<file path="src/iifd_pkg.sv">
// constants, opcode map and carrier types of the image instruction decoder
package iifd_pkg;

	// ==========================================================
	// field widths
	localparam int OP_W   = 7;
	localparam int VREG_W = 8;
	localparam int SEL_W  = 5;
	localparam int SREG_W = 7;
	localparam int MASK_W = 4;
	localparam int NUMFMT_W = 4;
	localparam int CNT_W  = 4;

	// ==========================================================
	// scalar group alignment and spans
	localparam logic [1:0]       SEL_LOW_ZERO  = 2'h0;
	localparam logic [CNT_W-1:0] SAMPLER_REGS  = 4'h4;
	localparam logic [CNT_W-1:0] RSRC_NARROW   = 4'h4;
	localparam logic [CNT_W-1:0] RSRC_WIDE     = 4'h8;

	// ==========================================================
	// opcode map of the non-sampler ops
	localparam logic [OP_W-1:0] OP_LOAD         = 7'h00;
	localparam logic [OP_W-1:0] OP_LOAD_MIP     = 7'h01;
	localparam logic [OP_W-1:0] OP_LOAD_PCK     = 7'h02;
	localparam logic [OP_W-1:0] OP_LOAD_MIP_PCK = 7'h03;
	localparam logic [OP_W-1:0] OP_STORE        = 7'h08;
	localparam logic [OP_W-1:0] OP_STORE_MIP    = 7'h09;
	localparam logic [OP_W-1:0] OP_RESINFO      = 7'h0e;
	localparam logic [OP_W-1:0] OP_ATOMIC_LO    = 7'h10;
	localparam logic [OP_W-1:0] OP_ATOMIC_HI    = 7'h1f;

	// sampler ops: flag bits plus a level-of-detail mode field
	localparam int SMP_BIT  = 6;
	localparam int GATH_BIT = 5;
	localparam int CMP_BIT  = 4;
	localparam int OFS_BIT  = 3;
	localparam logic [2:0] LODM_PLAIN   = 3'h0;
	localparam logic [2:0] LODM_EXPL    = 3'h1;
	localparam logic [2:0] LODM_BIAS    = 3'h2;
	localparam logic [2:0] LODM_ZERO    = 3'h3;
	localparam logic [2:0] LODM_DERIV   = 3'h4;
	localparam logic [2:0] LODM_CDERIV  = 3'h5;
	localparam logic [2:0] LODM_CLAMP   = 3'h6;
	localparam logic [2:0] LODM_SPECIAL = 3'h7;

	// ==========================================================
	// address layout figures
	localparam logic [CNT_W-1:0] FACE_MUL_UINT  = 4'h6;
	localparam logic [CNT_W-1:0] FACE_MUL_FLOAT = 4'h8;
	localparam logic [CNT_W-1:0] OFFSET_REGS    = 4'h1;
	localparam logic [CNT_W-1:0] BIAS_REGS      = 4'h1;
	localparam logic [CNT_W-1:0] CMP_REGS       = 4'h1;
	localparam logic [CNT_W-1:0] DERIV_1D       = 4'h2;
	localparam logic [CNT_W-1:0] DERIV_2D       = 4'h4;
	localparam logic [CNT_W-1:0] DERIV_3D       = 4'h6;

	typedef enum logic [3:0] {
		DIM_1D, DIM_1D_ARRAY, DIM_2D, DIM_2D_MSAA, DIM_2D_ARRAY,
		DIM_2D_ARRAY_MSAA, DIM_3D, DIM_CUBE, DIM_2D_INTERLACED
	} iifd_dim_e;

	typedef struct packed {
		logic [OP_W-1:0]   opcodeField;
		logic [VREG_W-1:0] addrRegBase;
		logic [VREG_W-1:0] dataRegBase;
		logic [SEL_W-1:0]  samplerSelector;
		logic [SEL_W-1:0]  resourceSelector;
		logic              unnormalizedCoordBit;
		logic              arrayDeclaredBit;
		logic [MASK_W-1:0] componentMask;
		logic              coherentBit;
		logic              systemCoherentBit;
		logic              texelFailBit;
		logic              lodWarningBit;
		logic              halfWidthAddressBit;
		logic              halfWidthDataBit;
		logic [NUMFMT_W-1:0] numberFormatField;
		iifd_dim_e         dim;
	} iifd_instr_s;

	typedef struct packed {
		logic [SREG_W-1:0]          samplerReg;
		logic [SREG_W-1:0]          resourceReg;
		logic [CNT_W-1:0]           resourceSpan;
		logic                       hasSampler;
		logic                       isLoad;
		logic                       isStore;
		logic                       isAtomic;
		logic                       unnormalized;
		logic                       floatAddr;
		logic [CNT_W-1:0]           faceMul;
		logic                       explicitLod;
		logic                       levelZero;
		logic                       lodClamp;
		logic                       hasOffset;
		logic                       hasBias;
		logic                       hasCompare;
		logic [VREG_W-1:0]          offsetReg;
		logic [VREG_W-1:0]          biasReg;
		logic [VREG_W-1:0]          compareReg;
		logic [VREG_W-1:0]          derivReg;
		logic [CNT_W-1:0]           derivCount;
		logic [VREG_W-1:0]          bodyReg;
		logic [CNT_W-1:0]           bodyCount;
		logic [CNT_W-1:0]           addrRegCount;
		logic                       halfAddr;
		logic                       halfData;
		logic [NUMFMT_W-1:0]        numberFormat;
		logic [MASK_W-1:0]          compEnable;
		logic [MASK_W*VREG_W-1:0]   compReg;
		logic [MASK_W-1:0]          compHigh;
		logic [CNT_W-1:0]           dataRegCount;
		logic                       bypassL1;
		logic                       writeThrough;
		logic                       persistL1;
		logic                       returnPrior;
		logic                       missL2;
		logic                       nackAllowed;
		logic [VREG_W-1:0]          nackReg;
		logic                       detailClampedAllowed;
		logic                       illegal;
	} iifd_req_s;

endpackage

</file>
<file path="src/iifd_decoder.sv">
// image instruction field decoder and address-operand layout
`timescale 1ns/1ps
`default_nettype none

// What this block does
// [RQ1] selectors gain two zero low bits; sampler spans four, resource four or eight
// [RQ2] seven-bit opcode, eight-bit address and data register bases
// [RQ3] unnormalized bit forces unnormalized coords; required on stores and atomics
// [RQ4] array-declared bit means an array index operand is present
// [RQ5] read mask picks red, green, blue, alpha into consecutive data registers
// [RQ6] write mask components take consecutive registers; others written as zero
// [RQ7] half-data writes use the mask only as a count of half words
// [RQ8] coherence bit: reads skip first level, writes stop persisting, atomics return
// [RQ9] system-coherent bit forces a second-level texture cache miss
// [RQ10] texel-fail bit allows a nack written after all data registers
// [RQ11] lod-warning bit allows a detail-clamped indication on fetches
// [RQ12] half-address packs two coordinates per register; offsets and compare stay
// [RQ13] half-data converts loads to 16 bits and widens stores to 32
// [RQ14] half-data only on sample, gather, load, load-mip, store, store-mip; the code also flags it illegal on gathers with lod mode LODM_SPECIAL
// [RQ15] no sampler: uint coords, face times six; sampler: float, times eight
// [RQ16] offset, bias, compare and gradients add address registers
// [RQ17] explicit-lod uses supplied level; level-zero forces mip zero
// [RQ18] bias adds one operand; clamp supplies a level ceiling
// [RQ19] derivatives supply two, four or six slopes by dimension
// [RQ20] offset takes one packed register; compare adds one value
// [RQ21] opcode groups for sample and gather layouts
// [RQ22] order offset, bias, compare, derivatives, body of count plus one
// [RQ23] body x, y, slice or z or face, then trailing mip, lod or clamp
// [RQ24] forbidden combinations raise the illegal flag
module iifd_decoder (
	input  wire logic                 ref_clk,
	input  wire logic                 rstn,
	input  wire logic                 instValid,
	input  wire iifd_pkg::iifd_instr_s instr,
	output var  logic                 reqValid_ff,
	output var  iifd_pkg::iifd_req_s  req_ff
);

	// ==========================================================
	// opcode classification
	logic                        isSmp;
	logic                        isGather;
	logic [2:0]                  lodMode;
	logic                        isLd;
	logic                        isSt;
	logic                        isAt;
	logic                        isMipOp;
	logic                        isResinfo;
	logic                        halfOk;
	logic                        dimArray;
	logic                        hasOfs;
	logic                        hasBias;
	logic                        hasCmp;
	logic                        hasDeriv;
	logic                        hasTrail;
	logic [iifd_pkg::CNT_W-1:0]  coordCnt;
	logic [iifd_pkg::CNT_W-1:0]  bodyCnt;
	logic [iifd_pkg::CNT_W-1:0]  derivCnt;
	logic [iifd_pkg::CNT_W-1:0]  bodyRegs;
	logic [iifd_pkg::CNT_W-1:0]  derivRegs;
	logic [iifd_pkg::CNT_W-1:0]  maskCnt;
	logic [iifd_pkg::CNT_W-1:0]  dataRegs;
	logic [iifd_pkg::VREG_W-1:0] pOfs;
	logic [iifd_pkg::VREG_W-1:0] pBias;
	logic [iifd_pkg::VREG_W-1:0] pCmp;
	logic [iifd_pkg::VREG_W-1:0] pDeriv;
	logic [iifd_pkg::VREG_W-1:0] pBody;
	logic [iifd_pkg::MASK_W-1:0] compEn;
	logic [iifd_pkg::MASK_W*iifd_pkg::VREG_W-1:0] compReg;
	logic [iifd_pkg::MASK_W-1:0] compHigh;
	iifd_pkg::iifd_req_s         nxt_req;

	function automatic logic [iifd_pkg::CNT_W-1:0] popCount(
		input logic [iifd_pkg::MASK_W-1:0] m
	);
		logic [iifd_pkg::CNT_W-1:0] c;
		c = '0;
		for (int k = 0; k < iifd_pkg::MASK_W; k++) begin
			c = c + {3'h0, m[k]};
		end
		return c;
	endfunction

	// half-width packing: two per register, rounded up
	function automatic logic [iifd_pkg::CNT_W-1:0] halfRegs(
		input logic [iifd_pkg::CNT_W-1:0] n,
		input logic                       half
	);
		logic [iifd_pkg::CNT_W-1:0] r;
		r = half ? ((n + 4'h1) >> 1) : n;
		return r;
	endfunction

	always_comb begin
		isSmp     = instr.opcodeField[iifd_pkg::SMP_BIT]; // RQ2
		isGather  = isSmp & instr.opcodeField[iifd_pkg::GATH_BIT]; // RQ21
		lodMode   = isSmp ? instr.opcodeField[2:0] : iifd_pkg::LODM_PLAIN;
		isSt      = (instr.opcodeField == iifd_pkg::OP_STORE) |
			(instr.opcodeField == iifd_pkg::OP_STORE_MIP);
		isAt      = (instr.opcodeField >= iifd_pkg::OP_ATOMIC_LO) &
			(instr.opcodeField <= iifd_pkg::OP_ATOMIC_HI);
		isLd      = ~isSt & ~isAt;
		isMipOp   = (instr.opcodeField == iifd_pkg::OP_LOAD_MIP) |
			(instr.opcodeField == iifd_pkg::OP_LOAD_MIP_PCK) |
			(instr.opcodeField == iifd_pkg::OP_STORE_MIP);
		isResinfo = instr.opcodeField == iifd_pkg::OP_RESINFO;
		halfOk    = (isSmp & ~(isGather & (lodMode == iifd_pkg::LODM_SPECIAL))) |
			(instr.opcodeField == iifd_pkg::OP_LOAD) |
			(instr.opcodeField == iifd_pkg::OP_LOAD_MIP) | isSt; // RQ14
		hasOfs    = isSmp & instr.opcodeField[iifd_pkg::OFS_BIT]; // RQ16 RQ20
		hasBias   = lodMode == iifd_pkg::LODM_BIAS; // RQ18
		hasCmp    = isSmp & instr.opcodeField[iifd_pkg::CMP_BIT]; // RQ20
		hasDeriv  = (lodMode == iifd_pkg::LODM_DERIV) |
			(lodMode == iifd_pkg::LODM_CDERIV); // RQ19
		hasTrail  = isMipOp | (lodMode == iifd_pkg::LODM_EXPL) |
			(lodMode == iifd_pkg::LODM_CLAMP); // RQ23
	end

	// coordinate components per dimension, x first
	always_comb begin
		unique case (instr.dim) // RQ23
			iifd_pkg::DIM_1D: begin
				coordCnt = 4'h1;
				derivCnt = iifd_pkg::DERIV_1D;
				dimArray = 1'b0;
			end
			iifd_pkg::DIM_1D_ARRAY: begin
				coordCnt = 4'h2;
				derivCnt = iifd_pkg::DERIV_1D;
				dimArray = 1'b1;
			end
			iifd_pkg::DIM_2D: begin
				coordCnt = 4'h2;
				derivCnt = iifd_pkg::DERIV_2D;
				dimArray = 1'b0;
			end
			iifd_pkg::DIM_2D_ARRAY: begin
				coordCnt = 4'h3;
				derivCnt = iifd_pkg::DERIV_2D;
				dimArray = 1'b1;
			end
			iifd_pkg::DIM_2D_ARRAY_MSAA: begin
				coordCnt = 4'h4;
				derivCnt = iifd_pkg::DERIV_2D;
				dimArray = 1'b1;
			end
			iifd_pkg::DIM_3D, iifd_pkg::DIM_CUBE: begin
				coordCnt = 4'h3;
				derivCnt = iifd_pkg::DERIV_3D;
				dimArray = instr.dim == iifd_pkg::DIM_CUBE;
			end
			default: begin
				coordCnt = 4'h3;
				derivCnt = iifd_pkg::DERIV_2D;
				dimArray = 1'b0;
			end
		endcase
	end

	// ==========================================================
	// address operand layout
	always_comb begin
		bodyCnt   = isResinfo ? 4'h1 : coordCnt + {3'h0, hasTrail}; // RQ22 RQ23
		bodyRegs  = halfRegs(bodyCnt, instr.halfWidthAddressBit); // RQ12
		derivRegs = hasDeriv ?
			halfRegs(derivCnt, instr.halfWidthAddressBit) : 4'h0; // RQ19
		pOfs      = instr.addrRegBase; // RQ22
		pBias     = pOfs + (hasOfs ? {4'h0, iifd_pkg::OFFSET_REGS} : 8'h00);
		pCmp      = pBias + (hasBias ? {4'h0, iifd_pkg::BIAS_REGS} : 8'h00);
		pDeriv    = pCmp + (hasCmp ? {4'h0, iifd_pkg::CMP_REGS} : 8'h00);
		pBody     = pDeriv + {4'h0, derivRegs};
	end

	// ==========================================================
	// data register layout per component
	always_comb begin
		maskCnt  = popCount(instr.componentMask);
		dataRegs = halfRegs(maskCnt, instr.halfWidthDataBit); // RQ13
	end

	for (genvar i = 0; i < iifd_pkg::MASK_W; i++) begin : gComp
		logic [iifd_pkg::CNT_W-1:0] pre;
		always_comb begin
			pre = '0;
			// half-data writes: position is a word count only
			if (instr.halfWidthDataBit & isSt) begin
				pre       = 4'(i); // RQ7
				compEn[i] = 4'(i) < maskCnt; // RQ7
			end else begin
				pre       = popCount(instr.componentMask &
					4'((1 << i) - 1)); // RQ5 RQ6
				compEn[i] = instr.componentMask[i]; // RQ5 RQ6
			end
			compReg[i*iifd_pkg::VREG_W +: iifd_pkg::VREG_W] =
				instr.dataRegBase +
				{4'h0, instr.halfWidthDataBit ? (pre >> 1) : pre};
			compHigh[i] = instr.halfWidthDataBit & pre[0]; // RQ7 RQ13
		end
	end

	// ==========================================================
	// request assembly
	always_comb begin
		nxt_req              = '0;
		nxt_req.samplerReg   = {instr.samplerSelector,
			iifd_pkg::SEL_LOW_ZERO}; // RQ1
		nxt_req.resourceReg  = {instr.resourceSelector,
			iifd_pkg::SEL_LOW_ZERO}; // RQ1
		nxt_req.resourceSpan = (dimArray | (instr.dim == iifd_pkg::DIM_3D)) ?
			iifd_pkg::RSRC_WIDE : iifd_pkg::RSRC_NARROW; // RQ1
		nxt_req.hasSampler   = isSmp;
		nxt_req.isLoad       = isLd;
		nxt_req.isStore      = isSt;
		nxt_req.isAtomic     = isAt;
		nxt_req.unnormalized = instr.unnormalizedCoordBit; // RQ3
		nxt_req.floatAddr    = isSmp; // RQ15
		nxt_req.faceMul      = isSmp ? iifd_pkg::FACE_MUL_FLOAT :
			iifd_pkg::FACE_MUL_UINT; // RQ15
		nxt_req.explicitLod  = lodMode == iifd_pkg::LODM_EXPL; // RQ17
		nxt_req.levelZero    = lodMode == iifd_pkg::LODM_ZERO; // RQ17
		nxt_req.lodClamp     = lodMode == iifd_pkg::LODM_CLAMP; // RQ18
		nxt_req.hasOffset    = hasOfs;
		nxt_req.hasBias      = hasBias;
		nxt_req.hasCompare   = hasCmp;
		nxt_req.offsetReg    = pOfs;
		nxt_req.biasReg      = pBias;
		nxt_req.compareReg   = pCmp;
		nxt_req.derivReg     = pDeriv;
		nxt_req.derivCount   = hasDeriv ? derivCnt : 4'h0;
		nxt_req.bodyReg      = pBody;
		nxt_req.bodyCount    = bodyCnt;
		nxt_req.addrRegCount = 4'(pBody - pOfs) + bodyRegs;
		nxt_req.halfAddr     = instr.halfWidthAddressBit; // RQ12
		nxt_req.halfData     = instr.halfWidthDataBit; // RQ13
		nxt_req.numberFormat = instr.numberFormatField; // RQ13
		nxt_req.compEnable   = compEn;
		nxt_req.compReg      = compReg;
		nxt_req.compHigh     = compHigh;
		nxt_req.dataRegCount = dataRegs;
		nxt_req.bypassL1     = isLd & instr.coherentBit; // RQ8
		nxt_req.writeThrough = isSt; // RQ8
		nxt_req.persistL1    = isSt & ~instr.coherentBit; // RQ8
		nxt_req.returnPrior  = isAt & instr.coherentBit; // RQ8
		nxt_req.missL2       = instr.systemCoherentBit; // RQ9
		nxt_req.nackAllowed  = isLd & instr.texelFailBit; // RQ10
		nxt_req.nackReg      = instr.dataRegBase + {4'h0, dataRegs}; // RQ10
		nxt_req.detailClampedAllowed = isLd & instr.lodWarningBit; // RQ11
		nxt_req.illegal      =
			(instr.halfWidthDataBit & ~halfOk) | // RQ14 RQ24
			((isSt | isAt) & ~instr.unnormalizedCoordBit) | // RQ3 RQ24
			(~isResinfo & (instr.arrayDeclaredBit != dimArray)); // RQ4 RQ24
	end

	// ==========================================================
	// output registers
	always_ff @(posedge ref_clk or negedge rstn) begin
		if (!rstn) begin
			reqValid_ff <= 1'b0;
		end else begin
			reqValid_ff <= instValid;
		end
	end

	always_ff @(posedge ref_clk or negedge rstn) begin
		if (!rstn) begin
			req_ff <= '0;
		end else if (instValid) begin
			req_ff <= nxt_req;
		end
	end

	// ==========================================================
	// checks
	selector_align_a: assert property (@(posedge ref_clk) disable iff (!rstn) // RQ1
		instValid |=> req_ff.resourceReg[1:0] == 2'h0 &&
			req_ff.resourceReg[6:2] == $past(instr.resourceSelector))
		else $error("resource selector not aligned");
	store_unnorm_a: assert property (@(posedge ref_clk) disable iff (!rstn) // RQ3
		instValid && instr.opcodeField == 7'h08 &&
			!instr.unnormalizedCoordBit |=> req_ff.illegal)
		else $error("store without unnormalized bit not flagged");
	write_slots_a: assert property (@(posedge ref_clk) disable iff (!rstn) // RQ6
		instValid && instr.opcodeField == 7'h08 && !instr.halfWidthDataBit &&
			instr.componentMask == 4'h9 |=>
			req_ff.compEnable == 4'h9 &&
			req_ff.compReg[31:24] == req_ff.compReg[7:0] + 8'h01)
		else $error("mask 1001 write slots wrong");
	coherent_read_a: assert property (@(posedge ref_clk) disable iff (!rstn) // RQ8
		reqValid_ff && req_ff.isLoad |-> req_ff.bypassL1 == $past(instr.coherentBit))
		else $error("coherent read bypass wrong");
	nack_slot_a: assert property (@(posedge ref_clk) disable iff (!rstn) // RQ10
		reqValid_ff && req_ff.nackAllowed |->
			req_ff.nackReg == req_ff.compReg[7:0] + {4'h0, req_ff.dataRegCount} -
			(req_ff.compReg[7:0] - $past(instr.dataRegBase)))
		else $error("nack register misplaced");
	face_mul_a: assert property (@(posedge ref_clk) disable iff (!rstn) // RQ15
		reqValid_ff |-> req_ff.faceMul == (req_ff.hasSampler ? 4'h8 : 4'h6))
		else $error("face multiplier wrong");
	bias_one_a: assert property (@(posedge ref_clk) disable iff (!rstn) // RQ18
		reqValid_ff && req_ff.hasBias |->
			req_ff.compareReg == req_ff.biasReg + 8'h01)
		else $error("bias operand count wrong");
	offset_first_a: assert property (@(posedge ref_clk) disable iff (!rstn) // RQ22
		reqValid_ff |->
			req_ff.biasReg == req_ff.offsetReg + {7'h00, req_ff.hasOffset})
		else $error("offset not first");
	half_op_a: assert property (@(posedge ref_clk) disable iff (!rstn) // RQ14
		instValid && instr.halfWidthDataBit && instr.opcodeField == 7'h0e |=>
			req_ff.illegal)
		else $error("half data on resinfo not flagged");

endmodule // iifd_decoder

`default_nettype wire

</file>
<file path="config.mk">
export PLATFORM = sky130hd
export DESIGN_NAME = iifd_decoder
export DESIGN_NICKNAME = d
export VERILOG_FILES = /design/src/iifd_pkg.sv /design/src/iifd_decoder.sv
export SDC_FILE = /design/constraint.sdc
export NUM_CORES = 1
export LEC_CHECK = 0
export BUFFER_PORTS_ARGS = -buffer_cell sky130_fd_sc_hd__buf_2
export CAP_MARGIN = 15
export CORE_UTILIZATION = 50
export DETAILED_ROUTE_END_ITERATION = 10
export GPL_ROUTABILITY_DRIVEN = 0
export PLACE_DENSITY = 0.77
export RECOVER_POWER = 100
export SLEW_MARGIN = 30
export SYNTH_ARGS = -nofsm -noshare
export SYNTH_HDL_FRONTEND = slang
export SYNTH_SLANG_ARGS = --single-unit
</file>
<file path="constraint.sdc">
create_clock -name ref_clk -period 0.9 [get_ports ref_clk]
set_input_delay 0.045 -clock ref_clk [delete_from_list [all_inputs] [get_ports ref_clk]]
set_output_delay 0.045 -clock ref_clk [all_outputs]
set_load 0.02 [all_outputs]
</file>
==> results of run 1 <==
## metrics by stage
stage	utilization (%)	hold WS [ns]	cells	setup WS (ns)	setup TNS, ns
global placement	71.6	-0.0714	1206	-2.61	-104.06
CTS	92.7	0.00578	1343	-2.26	-79.95
detailed placement	71.6	-0.0654	1206	-2.66	-106.96
floorplan	-	-0.251	704	-2.55	-75.51
## cells by family after synthesis
group,count (synthesis)
AO/OA/AOI/OAI,102
XOR/XNOR,59
adder cells (fa/ha/maj),42
buffers and inverters,86
flip-flops,139
multiplexers,94
other,1
AND/OR/NAND/NOR,172
## synth_stat cells (4+ instances only)
cell type  count  area (um^2)
xnor2_1       37          324
buf_1          5         18.8
buf_4         15          113
and2_1         5         31.3
clkbuf_1      29          109
inv_1         33          124
fa_1           9          180
mux2i_1        9         90.1
mux2_2        84          946
a21o_1         8         60.1
nand2_1       31          116
nor3_1         7         35.0
nor2b_1       16          100
a21oi_1       48          240
ha_1          33          413
dfrtp_1      139         3480
o22ai_1        4         25.0
o21ai_0       16         80.1
nor2_1        65          244
nand3_1       22          110
nand2b_1       6         37.5
xnor2_2        4         65.1
xor2_1        17          149
## timing repair
action / in CTS
endpoints found under the setup margin: 221
setup buffers: 88
hold buffers: 25
hold endpoints to repair: 168
pin swaps: 101
resized for setup: 429
==> qor.csv, run 1 <==
metric,value,unit
status,stopped before the end,
stop_stage,global routing (5_1_grt),
tool.error,"[ERROR DPL-0038] Utilization greater than 100%, impossible to legalize",
seq_area_frac_synth,45.8,%
ios,209,
worst_endpoint,req_ff[69]$_DFFE_PN0P_/D,
ys.warnings.count,0,
avgSynthCellArea,10.9,um^2
placed_area,10500,um^2
synthesis.area,7600,um^2
synthAdderAreaFrac,7.80,%
synthMuxAreaShare,13.8,%
portBuffers,198,
synth_top_family_by_area,multiplexers,
h-tree-depth,4,
synthSimpleGateAreaFrac,11.2,%
cts_inserted_buffers,17,
cts_sinks,139,
cts.path.max_buffers,2,
synthFlopType,dfrtp_1,
worst_endpoint_kind,sequential cell input,
ys_ff_latch,139,
async_flop_share,100,%
chipHeight,125,um
synthXorXnorAreaFrac,7.29,%
synth-edff-count,0,
grt_max_degree,38,
start_util,51.7,%
dp_hpwl,15000,um
synth_compound_area_share,8.76,%
cts-root-buf,clkbuf_16,
die_w,125,um
synth_cell_types,60,
synth_cells,695,
rows,44,
==> run 2: changes to the inputs <==
--- a/config.mk
+++ b/config.mk
@@ -7,10 +7,10 @@
 export LEC_CHECK = 0
 export BUFFER_PORTS_ARGS = -buffer_cell sky130_fd_sc_hd__buf_2
 export CAP_MARGIN = 15
-export CORE_UTILIZATION = 50
+export CORE_UTILIZATION = 35
 export DETAILED_ROUTE_END_ITERATION = 10
 export GPL_ROUTABILITY_DRIVEN = 0
-export PLACE_DENSITY = 0.77
+export PLACE_DENSITY_LB_ADDON = 0.15
 export RECOVER_POWER = 100
 export SLEW_MARGIN = 30
 export SYNTH_ARGS = -nofsm -noshare
==> run 2 against run 1 <==
  * The flow now finishes, with violations (negative setup slack)
  * Synthesized cell count did not move
  * Synthesized area did not move
==> qor.csv, run 2 <==
metric,value,unit,change
layout.filler_cells,1546,,
utilization,67.0,%,
synthTopCellsByCount,"dfrtp_1, mux2_2, nor2_1, a21oi_1, xnor2_1",,unchanged
portBuffers,198,,unchanged
critical_path_class,primary input to flop,,
antenna_found_initial,0,,
synthFlopType,dfrtp_1,,unchanged
crit_path_cell_trace,buf_6 > and2_4 > ha_4 > ha_4 > ha_4 > ha_4 > inv_2 > fa_2 > fa_1 > inv_1 > ha_1 > a21o_1 > a21oi_2 > xnor2_2 > xnor2_1 > mux2_4,,
dieArea,22300,um^2,
grt_pass1_vias,6993,,
multi_input_area,5100,um^2,
grt_max_degree,42,,
drv_cap,0,,
drive_gt1_share,63.7,%,
met1_usage,26.3,%,
syn_to_final_growth,86.4,%,
slew_violations,0,,
synth-edff-count,0,,unchanged
top_register,req_ff,,
dp_hpwl,15700,um,was 15000 um
cp_top_family,adder cells,,
h-tree-depth,4,,unchanged
finalSetupViolCount,229,,
worstMarginPinSlew,0.819,ns,
seq_area_frac_synth,45.8,%,unchanged
layout_common_cells,"buf_6, buf_4, dfrtp_1, nor2_1, buf_2",,
synth_cells,695,,unchanged
synthDominantCellAreaShare,45.8,%,unchanged
ios,209,,unchanged
irDropWorstVdd,1.20,mV,
cts_inserted_buffers,17,,unchanged
async_flop_share,100,%,unchanged
clk_pin_slew,0.06,ns,
start_util,35.9,%,was 51.7%
synth_area_leaders,"dfrtp_1, mux2_2, ha_1",,unchanged
critical_path_arrival,3.41,ns,
dp_slack,-2.71,ns,was -2.66 ns
slew_headroom,45.4,%,
fin_skew,0,ns,
avgSynthCellArea,10.9,um^2,unchanged
cts_tree,built,,
ys_ff_latch,139,,unchanged
routed_wirelength,23600,um,
crit_fanout,2,,
synthesis.area,7600,um^2,unchanged
top_regs,"req_ff x138, reqValid_ff x1",,
chipHeight,149,um,was 125 um
viasPerCell,4.74,,
slowest_stage,fa_1,,
cts_sinks,139,,unchanged
grt-busiest-layer,met2,,
max_stage_delay,0.55,ns,
synth_cell_types,60,,unchanged
setup-tns-final,-82.80,ns,
crit_top_cell,ha_4,,
coreArea,21200,um^2,
final_common_cell,buf_6,,
ant_nets,0,,
setup.worst_path.end_class,flop,,
ys.warnings.count,0,,unchanged
diodes,0,,
power_density,1740,nW/um^2,
cts-root-buf,clkbuf_16,,unchanged
num_vias,6771,,
fin_cells,1429,,
rows,53,,was 44
placed_cells,1283,,was 1206
fin_ws,-2.21,ns,
cp-start-kind,primary input,,
regArea,3480,um^2,
hold_violations,0,,
drtIter0Drc,278,,
hold_path.class,primary input to flop,,
nets,1239,,
failed_checks,negative setup slack,,
status,"complete, but fails checks",,was stopped before the end
drt_pass1_iterations,4,,
grt_usage,21.0,%,
p_leak,6.50,nW,
die_w,149,um,was 125 um
yosys.cell_count.top_type,dfrtp_1,,unchanged
clock.fmax,322,MHz,
grt_util_met3,4.62,%,
yosys.area.top_type,dfrtp_1,,unchanged
grt_pass1_wl,36100,um,
routedWlPerCell,16.5,um,
rsz0062_at_grt,yes,,
cts.path.max_buffers,2,,unchanged
required,1.20,ns,
use_met2,36.3,%,
largest_reg_flops,138,,
drc,0,,
min_period,3.11,ns,
critPathBufInv,3,,
post-route-period-util,345,%,
clkLatencyLatePin,0.41,ns,
grt_overflow,0,,
run 2: cell counts after synthesis:
Identical to the previous run, type by type.
run 2: worst paths after layout:
| path | from | endpoint | slack, ns | depth (start not counted) |
|---|---|---|---|---|
| worst max-delay path | instr[49] | req_ff[69] | -2.21 | 16 |
| worst min-delay path | instr[49] | req_ff[120] | 0.04 | 3 |
| worst max register to register | req_ff[78] | req_ff[78] | -0.06 | 3 |
| worst min register to register | req_ff[136] | req_ff[136] | 0.52 | 1 |
| max in group asynchronous | rstn | req_ff[115] | 0.07 | 3 |
| min in group asynchronous | rstn | req_ff[13] | 0.17 | 2 |
run 2: what timing repair did:
item	CTS	global route
endpoints found under the setup margin	227	232
resized for setup	416	126
pin swaps	82	83
buffers inserted	58	52
hold buffers	28	0
hold endpoints to repair	169	0
cloned	1	0
run 2: per-layer routing:
layer | routed length [um] | vias to the layer above
met1 | 10300 | 3360
met2 | 12100 | 161
li1 | - | 3235
met4 | 244 | 0
met3 | 962 | 15
met5 | 0 | -
run 2: power by group:
group	internal, mW	total (mW)	leakage [nW]	switching (mW)
Sequential	7.08	7.73	1.64	0.651
Combinational	5.06	8.95	4.55	3.89
Clock	5.15	7.97	0.317	2.82
Total	17.3	24.7	6.50	7.36
run 2: final cells by class:
| class | instances | share of cell area [%] |
|---|---|---|
| clock buffers | 22 | 3.35 |
| repair buffers | 471 | 31.5 |
| well taps | 275 | 2.43 |
| inverters | 33 | 0.874 |
| flip-flops and latches | 139 | 24.6 |
| multi-input cells | 479 | 36.0 |
| clock inverters | 10 | 1.32 |
run 2: kinds of logic after synthesis:
| family | count (synthesis) | synth area share [%] |
|---|---|---|
| muxes | 94 | 13.8 |
| DFF | 139 | 45.8 |
| and+or+nand+nor | 172 | 11.2 |
| adders and majority gates | 42 | 7.80 |
| other | 1 | 0.0493 |
| AOI/OAI and AO/OA | 102 | 8.76 |
| buffers and inverters | 86 | 5.30 |
| xor gates and xnor gates | 59 | 7.29 |
run 2: stage by stage:
step / hold slack (ns) / cell area, um^2 / total power [mW]
final: 0.0387 / 14200 / 24.7
after global routing: 0.0232 / 14200 / 25.8
after CTS: 0.0237 / 13400 / 24.2
after detailed placement: -0.0933 / 10500 / 13.9
after global placement: -0.0952 / 10500 / 13.8
after floorplan: -0.251 / 8280 / 11.4
run 2: worst register-to-register path, delay by kind of cell, from the launching register on:
family / cells / cell delay (ns)
buffers and inverters: 1 / 0.13
DFF: 1 / 0.39
AOI/OAI and AO/OA: 1 / 0.21
and+or+nand+nor: 1 / 0.12
Power figures use the tool's default switching activity.
